File: src/logic/stt_pkg.sv
// package: register map, field layout, reset values and carriers of the tick timer
package stt_pkg;

  // register byte offsets
  localparam logic [7:0] STT_OFF_CTRL_STATUS = 8'h00;  // tick_control_status
  localparam logic [7:0] STT_OFF_RELOAD      = 8'h04;  // reload_value
  localparam logic [7:0] STT_OFF_CURRENT     = 8'h08;  // current_count_value
  localparam logic [7:0] STT_OFF_CLK_SEL_0   = 8'h0C;  // clock_select_register_0
  localparam logic [7:0] STT_OFF_IRQ_STATUS  = 8'h10;  // sticky event status, read only
  localparam logic [7:0] STT_OFF_IRQ_CLEAR   = 8'h14;  // write one to clear, write only
  localparam logic [7:0] STT_OFF_IRQ_ENABLE  = 8'h18;  // interrupt enable

  // tick_control_status field positions
  localparam int STT_BIT_ENABLE    = 0;   // counter enable
  localparam int STT_BIT_TICK_INT  = 1;   // timer interrupt enable control
  localparam int STT_BIT_CLK_SRC   = 2;   // 1: processor clock, 0: external tick clock
  localparam int STT_BIT_ZERO_FLAG = 16;  // zero_reached_flag, clears on read

  // clock_select_register_0 field positions
  localparam int STT_CORE_SEL_LSB = 0;  // core clock select, bits 2:0
  localparam int STT_EXT_SEL_LSB  = 3;  // tick_external_clock_select, bits 5:3

  // status / enable / clear bit of the zero event
  localparam int STT_BIT_IRQ_ZERO = 0;

  // sizes and counts
  localparam int         STT_CNT_W      = 24;    // counter width
  localparam int         STT_SEL_W      = 3;     // select field width
  localparam int         STT_NUM_SRC    = 5;     // sources per clock selector
  localparam logic [2:0] STT_SEL_LIMIT  = 3'h5;  // first reserved select code

  // bus request carrier
  typedef struct packed {
    logic        wr;     // one-cycle write strobe
    logic        rd;     // one-cycle read strobe
    logic [7:0]  addr;   // byte address
    logic [31:0] wdata;  // write data
  } stt_bus_req_t;

  // whole state of the timer
  typedef struct packed {
    logic                 enable;      // counter running
    logic                 tick_int;    // interrupt enable control
    logic                 clk_src;     // clock source choice
    logic                 zero_flag;   // zero reached since last read
    logic [STT_CNT_W-1:0] reload;      // reload value
    logic [STT_CNT_W-1:0] count;       // current count
    logic [STT_SEL_W-1:0] ext_sel;     // external tick source select
    logic [STT_SEL_W-1:0] core_sel;    // core clock source select
    logic                 ext_prev;    // selected source, last cycle
    logic                 irq_status;  // sticky zero event
    logic                 irq_enable;  // interrupt mask
    logic [31:0]          rdata;       // read data, one cycle after strobe
  } stt_state_t;

  // value of the state after reset
  localparam stt_state_t STT_STATE_RESET = '0;

endpackage : stt_pkg

File: src/logic/stt_system_tick_timer.sv
// module: 24-bit decrementing system tick timer with register port and interrupt
// Function
// - 24-bit counter decrements each enabled tick
// - current value write clears counter to zero
// - reaches zero, reloads next tick, continues
// - zero_reached_flag set on transition to zero
// - reading control/status clears zero_reached_flag
// - current value unknown after reset allowed
// - reload of zero holds counter at zero
// - control bit 2 picks processor or external
// - clock select 0 bits 5:3 pick external
// - clock select 0 bits 2:0 pick core
//
// Our own choices: the register addresses and the address-and-strobe port.
module stt_system_tick_timer
  import stt_pkg::*;
(
  input  wire logic                 clk_i,              // processor clock, 100 MHz
  input  wire logic                 rst_i,              // async reset, active high
  input  wire stt_bus_req_t         bus_i,              // register port request
  output logic        [31:0]        rdata_o,            // read data, cycle after strobe
  input  wire logic [STT_NUM_SRC-1:0] ext_src_i,        // external tick clock sources
  output logic [STT_SEL_W-1:0]      core_clock_select_o, // core clock source select
  output logic [STT_CNT_W-1:0]      count_o,            // current count
  output logic                      irq_o               // level interrupt
);

  // state, its next value and helpers
  stt_state_t state_reg;   // registered state
  stt_state_t state_next;  // next state
  logic       ext_level;   // selected external source level
  logic       tick;        // one count step this cycle
  logic       cur_wr;      // write to current value
  logic       ctrl_rd;     // read of control/status
  logic       zero_evt;    // counter moves to zero this cycle
  logic       step;        // counter updated by a tick

  // address compare, shared by read and write decode
  function automatic logic hit(input logic [7:0] addr, input logic [7:0] off);
    hit = (addr == off);
  endfunction : hit

  // pick one of the external sources; reserved codes give a still level
  function automatic logic pick_src(input logic [STT_NUM_SRC-1:0] src,
                                    input logic [STT_SEL_W-1:0]   sel);
    logic res;
    res = 1'b0;
    if (sel < STT_SEL_LIMIT) begin
      res = src[sel];
    end
    pick_src = res;
  endfunction : pick_src

  // select code accepted only when it names one of five sources
  function automatic logic sel_ok(input logic [STT_SEL_W-1:0] sel);
    sel_ok = (sel < STT_SEL_LIMIT);
  endfunction : sel_ok

  // tick source and bus decode
  always_comb begin
    ext_level = pick_src(ext_src_i, state_reg.ext_sel);
    // processor clock ticks every cycle, external one on rising edge
    if (state_reg.clk_src) begin
      tick = 1'b1;
    end else begin
      tick = ext_level & ~state_reg.ext_prev;
    end
    cur_wr   = bus_i.wr & hit(bus_i.addr, STT_OFF_CURRENT);
    ctrl_rd  = bus_i.rd & hit(bus_i.addr, STT_OFF_CTRL_STATUS);
    step     = state_reg.enable & tick & ~cur_wr;
    // only a count from one reaches zero; a zero reload stays put
    zero_evt = step & (state_reg.count == 24'h000001);
  end

  // next-state logic
  always_comb begin
    state_next          = state_reg;
    state_next.ext_prev = ext_level;

    // counter: clear on write, reload at zero, else decrement
    if (cur_wr) begin
      state_next.count = '0;
    end else if (step) begin
      if (state_reg.count == 24'h000000) begin
        state_next.count = state_reg.reload;
      end else begin
        state_next.count = state_reg.count - 24'h000001;
      end
    end

    // register writes
    if (bus_i.wr) begin
      if (hit(bus_i.addr, STT_OFF_CTRL_STATUS)) begin
        state_next.enable   = bus_i.wdata[STT_BIT_ENABLE];
        state_next.tick_int = bus_i.wdata[STT_BIT_TICK_INT];
        state_next.clk_src  = bus_i.wdata[STT_BIT_CLK_SRC];
      end else if (hit(bus_i.addr, STT_OFF_RELOAD)) begin
        state_next.reload = bus_i.wdata[STT_CNT_W-1:0];
      end else if (hit(bus_i.addr, STT_OFF_CLK_SEL_0)) begin
        // reserved codes leave the field unchanged
        if (sel_ok(bus_i.wdata[STT_EXT_SEL_LSB +: STT_SEL_W])) begin
          state_next.ext_sel = bus_i.wdata[STT_EXT_SEL_LSB +: STT_SEL_W];
        end
        if (sel_ok(bus_i.wdata[STT_CORE_SEL_LSB +: STT_SEL_W])) begin
          state_next.core_sel = bus_i.wdata[STT_CORE_SEL_LSB +: STT_SEL_W];
        end
      end else if (hit(bus_i.addr, STT_OFF_IRQ_ENABLE)) begin
        state_next.irq_enable = bus_i.wdata[STT_BIT_IRQ_ZERO];
      end else if (hit(bus_i.addr, STT_OFF_IRQ_CLEAR)) begin
        // write one clears; same-cycle event wins below
        if (bus_i.wdata[STT_BIT_IRQ_ZERO]) begin
          state_next.irq_status = 1'b0;
        end
      end
    end

    // flag clears on read, a new zero event wins
    if (ctrl_rd) begin
      state_next.zero_flag = 1'b0;
    end
    if (zero_evt) begin
      state_next.zero_flag = 1'b1;
    end

    // sticky interrupt status, gated by the interrupt enable control
    if (zero_evt & state_reg.tick_int) begin
      state_next.irq_status = 1'b1;
    end

    // read data, presented in the cycle after the strobe
    state_next.rdata = 32'h00000000;
    if (bus_i.rd) begin
      if (hit(bus_i.addr, STT_OFF_CTRL_STATUS)) begin
        state_next.rdata[STT_BIT_ENABLE]    = state_reg.enable;
        state_next.rdata[STT_BIT_TICK_INT]  = state_reg.tick_int;
        state_next.rdata[STT_BIT_CLK_SRC]   = state_reg.clk_src;
        state_next.rdata[STT_BIT_ZERO_FLAG] = state_reg.zero_flag;
      end else if (hit(bus_i.addr, STT_OFF_RELOAD)) begin
        state_next.rdata[STT_CNT_W-1:0] = state_reg.reload;
      end else if (hit(bus_i.addr, STT_OFF_CURRENT)) begin
        state_next.rdata[STT_CNT_W-1:0] = state_reg.count;
      end else if (hit(bus_i.addr, STT_OFF_CLK_SEL_0)) begin
        state_next.rdata[STT_EXT_SEL_LSB +: STT_SEL_W]  = state_reg.ext_sel;
        state_next.rdata[STT_CORE_SEL_LSB +: STT_SEL_W] = state_reg.core_sel;
      end else if (hit(bus_i.addr, STT_OFF_IRQ_STATUS)) begin
        state_next.rdata[STT_BIT_IRQ_ZERO] = state_reg.irq_status;
      end else if (hit(bus_i.addr, STT_OFF_IRQ_ENABLE)) begin
        state_next.rdata[STT_BIT_IRQ_ZERO] = state_reg.irq_enable;
      end else begin
        // clear register and unmapped addresses read as zero
        state_next.rdata = 32'h00000000;
      end
    end
  end

  // state register; counter reset to zero though software must not rely on it
  always_ff @(posedge clk_i or posedge rst_i) begin
    if (rst_i) begin
      state_reg <= STT_STATE_RESET;
    end else begin
      state_reg <= state_next;
    end
  end

  // outputs
  assign rdata_o             = state_reg.rdata;
  assign core_clock_select_o = state_reg.core_sel;
  assign count_o             = state_reg.count;
  assign irq_o               = state_reg.irq_status & state_reg.irq_enable;
endmodule : stt_system_tick_timer

File: config.mk
export PLATFORM = sky130hd
export DESIGN_NAME = stt_system_tick_timer
export DESIGN_NICKNAME = d
export VERILOG_FILES = /design/src/logic/stt_pkg.sv /design/src/logic/stt_system_tick_timer.sv
export SDC_FILE = /design/constraint.sdc
export NUM_CORES = 1
export LEC_CHECK = 0
export BUFFER_PORTS_ARGS = -buffer_cell sky130_fd_sc_hd__buf_2
export CAP_MARGIN = 20
export CORE_ASPECT_RATIO = 0.9
export CORE_MARGIN = 4
export CORE_UTILIZATION = 40
export DETAILED_ROUTE_END_ITERATION = 12
export PLACE_DENSITY = 0.64
export SYNTH_ARGS = -nofsm -noshare
export SYNTH_HDL_FRONTEND = slang
export SYNTH_SLANG_ARGS = --single-unit
File: constraint.sdc
create_clock -name clk_i -period 2.45 [get_ports clk_i]
set_input_delay 0.1225 -clock clk_i [delete_from_list [all_inputs] [get_ports clk_i]]
set_output_delay 0.1225 -clock clk_i [all_outputs]
set_load 0.01 [all_outputs]
==> results.md <==
- For the worst setup path, the data required time is 2.67 ns.
- The final layout contains routed wiring with a total length of 12200 um.
- The TritonCTS sink count is 85.
- The kind of cell adding the most delay to the critical path is simple AND/OR/NAND/NOR gates.
- The total via count after detailed routing is 3881.
- Summed over all nets, the switching power comes to 0.00390 W.
- The total negative slack for setup checks is 0 ns.
- The first global-routing pass estimated ~20000 um of wire.
- Multiplexer cells account for 7.47% of the synthesized area.
- Pin placement for this block handled ~110 I/O pins.
- The final weighted congestion in routability-driven placement is 0.882.
- The number of port buffers is 92.
- The number of gates resized after CTS is 0.
- After layout, the worst path uses between 90 and 100% of the clock period.
- The number of placed instances, taps included, is 689.
- For the pin with the worst max-slew slack, the measured transition is 0.766 ns.
- Of the total power, the share spent switching nets is 45.9%.
- The mean area per synthesized cell is 9.56 um2.
- The total CTS buffers is 9.
- For this block, the initial DRC count from the detailed router was 204.
- The proportion of power drawn by flip-flops and latches is roughly 22%.
- The number of synthesized flops with an enable pin is 0.
- In this run the register-to-register setup slack is approximately 0.16 ns.
- The worst path setup slack after routing is 0.159 ns.
- Among all stages on the critical path, the largest delay is contributed by or4_4.
- The number of hold-slack violations in the final timing report was 0.
- Max-cap violations in this run came to 0.
- The via count of the first global-routing pass was 3957.
- The floorplan step set the die width to 122 um.
- The maximum number of pins on one net before global-route repair is 45.
- The cell internal power dissipation is 0.00458 W.
- The synthesized netlist devotes 17.4% of its cell area to simple gates.
- For this design the ratio of total power to cell area is 1570 mW/mm2.
- The initial antenna violation count was 0.
- The compound-cell area share of the yosys netlist is 16.4%.
- In this run the worst path has a maximum fanout of 7.
- Once the clock tree was built, the setup fixing pass inserted 0 buffers.
- The signal on the critical path passes through or4_4, or3_1, or4_1, a21oi_1, o22ai_1.
- For this design the static power due to leakage is about 2.6 nW.
- Between clock sinks in the finished design, the worst skew comes to 0.00918 ns.
- The ratio of cells with drive above 1 in the final layout is a little under a third.
- The min-delay analysis places its worst path in the category primary input to flip-flop.
- The startpoint identified for the worst register-to-register timing path is count_o[2].
- The clock period could shrink to 2.29 ns.
- For this configuration, the core starts out at a cell density of 40.9%.
- The number of placement rows is 37.
- The number of flip-flops under the largest register name is 34.
- Yosys printed 0 warnings.
- The combinational share of power is 60.7%.
- The count of cell instances traversed by the critical path is 5.
- Detailed placement finished with a half-perimeter wire length of 8740 um.
- The routed length per placed instance is 17.2 um.
- The max-slew violation count is 0.
- After synthesis, the largest family of logic cells by area is simple AND/OR/NAND/NOR gates.
- The worst setup path is launched from a flip-flop.
- The post-detailed-route count of antenna-violating nets is 0.
- 0 antenna diodes ended up in the layout.
- The die is roughly 110 um tall.
- In this run, synthesis produced a sequential element count of 85.
- The synthesized cell area is 0.00465 mm2.
- The headroom to the max-slew limit is between 40% and 50%.
- Setup violations remaining at the end of the flow were counted as 0.
- The post-detailed-route via-to-cell ratio is 5.47.
- Global routing consumed, over all layers together, 18.8% of the routing resources.
- After the flow finishes, the layout carries non-filler instances totaling 709.
- The final-layout fill cell count is between 1000 and 1500.
- Before CTS, the worst setup slack after placement is 0.189 ns.
- The insertion delay to the later sink of the worst-skew pair is between 0.3 and 0.4 ns.
- The kind of capture point of the worst setup path is a flip-flop.
- The critical path starts at count_o[2].
- The worst setup path is of the flip-flop to flip-flop kind.
- The worst register-to-register path ends at count_o[17].
- In this design, the stage delay of the slowest critical-path cell is 0.54 ns.
- After synthesis, the share of flip-flops with an asynchronous set or reset is 100%.
- The number of optimization iterations in the first detailed-route pass is 5.
- Summing the areas of all fa, ha and maj instances in the mapped netlist gives 0.806% of the synthesized area.
- The number of library cell types mapped by synthesis is 48.
- The completed layout was analyzed and its total power is 0.00848 W.
- After synthesis, flip-flops and latches occupy between 40 and 50% of the total area.
- The maximum count of clock buffers along a single path is 2.
- From synthesis to final layout, the design area changed by 16.0%.
- The placeable core region is 0.0114 mm2.
- The last element of the critical path is count_o[17].
- The number of buffers and inverters on the critical path is 0.
- The clock tree from TritonCTS is yes.
- Clock tree synthesis selected as its root buffer the cell clkbuf_16.
- The clock input transition at the sequential cells of the worst setup and hold paths is approximately 0.060 ns.
- The number of hold buffers added after CTS was 5.
- Data arrives at the worst endpoint at between 2 and 3 ns.
- The highest ir drop seen on vdd is between 1 and 1.5 mV.
- For this run, design rule violations remaining after detail routing come to 0.
- The run finished with clean final reports.
- The H-tree was split into 3 levels.
- In the synthesized netlist, the number of instances is 487.
- Summing the areas of all xor and xnor instances in the mapped netlist gives 0% of the synthesized area.
- Counting cells, the worst reg-to-reg path comes to 5.
- The maximum operating frequency is 0.436 GHz.
- Summed over all layers, the global routing overflow is 0.
- The final net count is 601.
- The share of total power dissipated in the clock network is 17.3%.
- The prevailing post-synth register cell is dfrtp_1.
- The die covers between 0.01 and 0.015 mm2.
- Setup repair after global routing left no endpoint under its margin.
==> power by group through the flow <==
stage | Combinational, W | Clock (W) | Sequential (W)
floorplan | 0.00371 | 0 | 0.00180
global placement | 0.00497 | 0 | 0.00186
detailed placement | 0.00506 | 0 | 0.00188
CTS | 0.00512 | 0.00149 | 0.00185
global route | 0.00573 | 0.00155 | 0.00190
finish | 0.00515 | 0.00147 | 0.00186
==> worst min-delay path by stage <==
stage / from / to / slack [ns] / cells after the start
floorplan: bus_i[1] / core_clock_select_o[1] / 0.25 / 2
global placement: rst_i / state_reg[32] / 0.27 / 2
detailed placement: rst_i / state_reg[32] / 0.28 / 2
CTS: bus_i[10] / state_reg[75] / 0.0008 / 2
global route: bus_i[10] / state_reg[75] / 0.003 / 2
finish: bus_i[10] / state_reg[75] / 0.002 / 2
==> metrics by stage <==
stage / hold slack, ns / instance area (um2) / utilization (%)
2_1_floorplan: 0.252 / 4680 / -
3_3_place_gp: 0.268 / 5040 / 44.2
3_5_place_dp: 0.281 / 5040 / 44.2
4_1_cts: 0.000808 / 5400 / 47.4
5_1_grt: 0.00271 / 5400 / 47.4
6_report: 0.00241 / 5400 / 47.4
==> area by class of cell <==
class	count	area [um2]	share of cell area [%]
clock buffer	11	243	4.49
clock inverter	4	72.6	1.34
inverter	5	20.0	0.371
multi-input combinational	321	2000	36.9
sequential	85	2130	39.4
tap	156	195	3.61
timing repair buffer	127	748	13.9
==> metal layers <==
metal	track usage (%)	wire length, um
met1	24.3	5450
met2	30.8	5860
met3	4.74	681
met4	6.88	220
met5	0	0
==> cells in the final DEF (no fill, tap or decap), types with 5 or more instances in the layout <==
cell	n
o22ai_1	9
a211oi_1	7
o21ai_0	14
o21ai_1	7
nor4_1	8
dfrtp_1	85
buf_2	92
buf_4	29
mux2_2	28
nand2_1	40
clkbuf_16	9
nor2_1	51
nand3_1	9
o211ai_1	7
dlygate4sd3_1	5
a32o_1	7
a22oi_1	22
or3_1	9
a21oi_1	29
nor3_1	19
conb_1	8
==> cells by family after synthesis <==
logic type	count (synthesis)
simple gates	164
compound gates	116
buf+inv	88
flops	85
mux	30
fa+ha+maj	3
other cells	1
==> Yosys cell counts (3+ instances only) <==
| cell | n | share of area, % |
|---|---|---|
| o21ai_0 | 14 | 1.5 |
| a21oi_1 | 29 | 3.1 |
| a31oi_1 | 4 | 0.54 |
| o211ai_1 | 7 | 1.1 |
| a211oi_1 | 7 | 1.1 |
| nor3b_1 | 3 | 0.48 |
| nand2_1 | 40 | 3.2 |
| buf_4 | 59 | 9.5 |
| clkbuf_1 | 20 | 1.6 |
| nor4_1 | 8 | 1.1 |
| nor3_1 | 20 | 2.2 |
| a32o_1 | 7 | 1.5 |
| nand2b_1 | 4 | 0.54 |
| o22ai_1 | 9 | 1.2 |
| nor2_1 | 51 | 4.1 |
| mux2_2 | 28 | 6.8 |
| or3_1 | 9 | 1.2 |
| o21ai_1 | 7 | 0.75 |
| and2_1 | 4 | 0.54 |
| dfrtp_1 | 85 | 46 |
| a22oi_1 | 22 | 3.5 |
| nand3_1 | 9 | 0.97 |
| inv_1 | 5 | 0.40 |
| ha_1 | 3 | 0.81 |
Power figures use the tool's default switching activity.
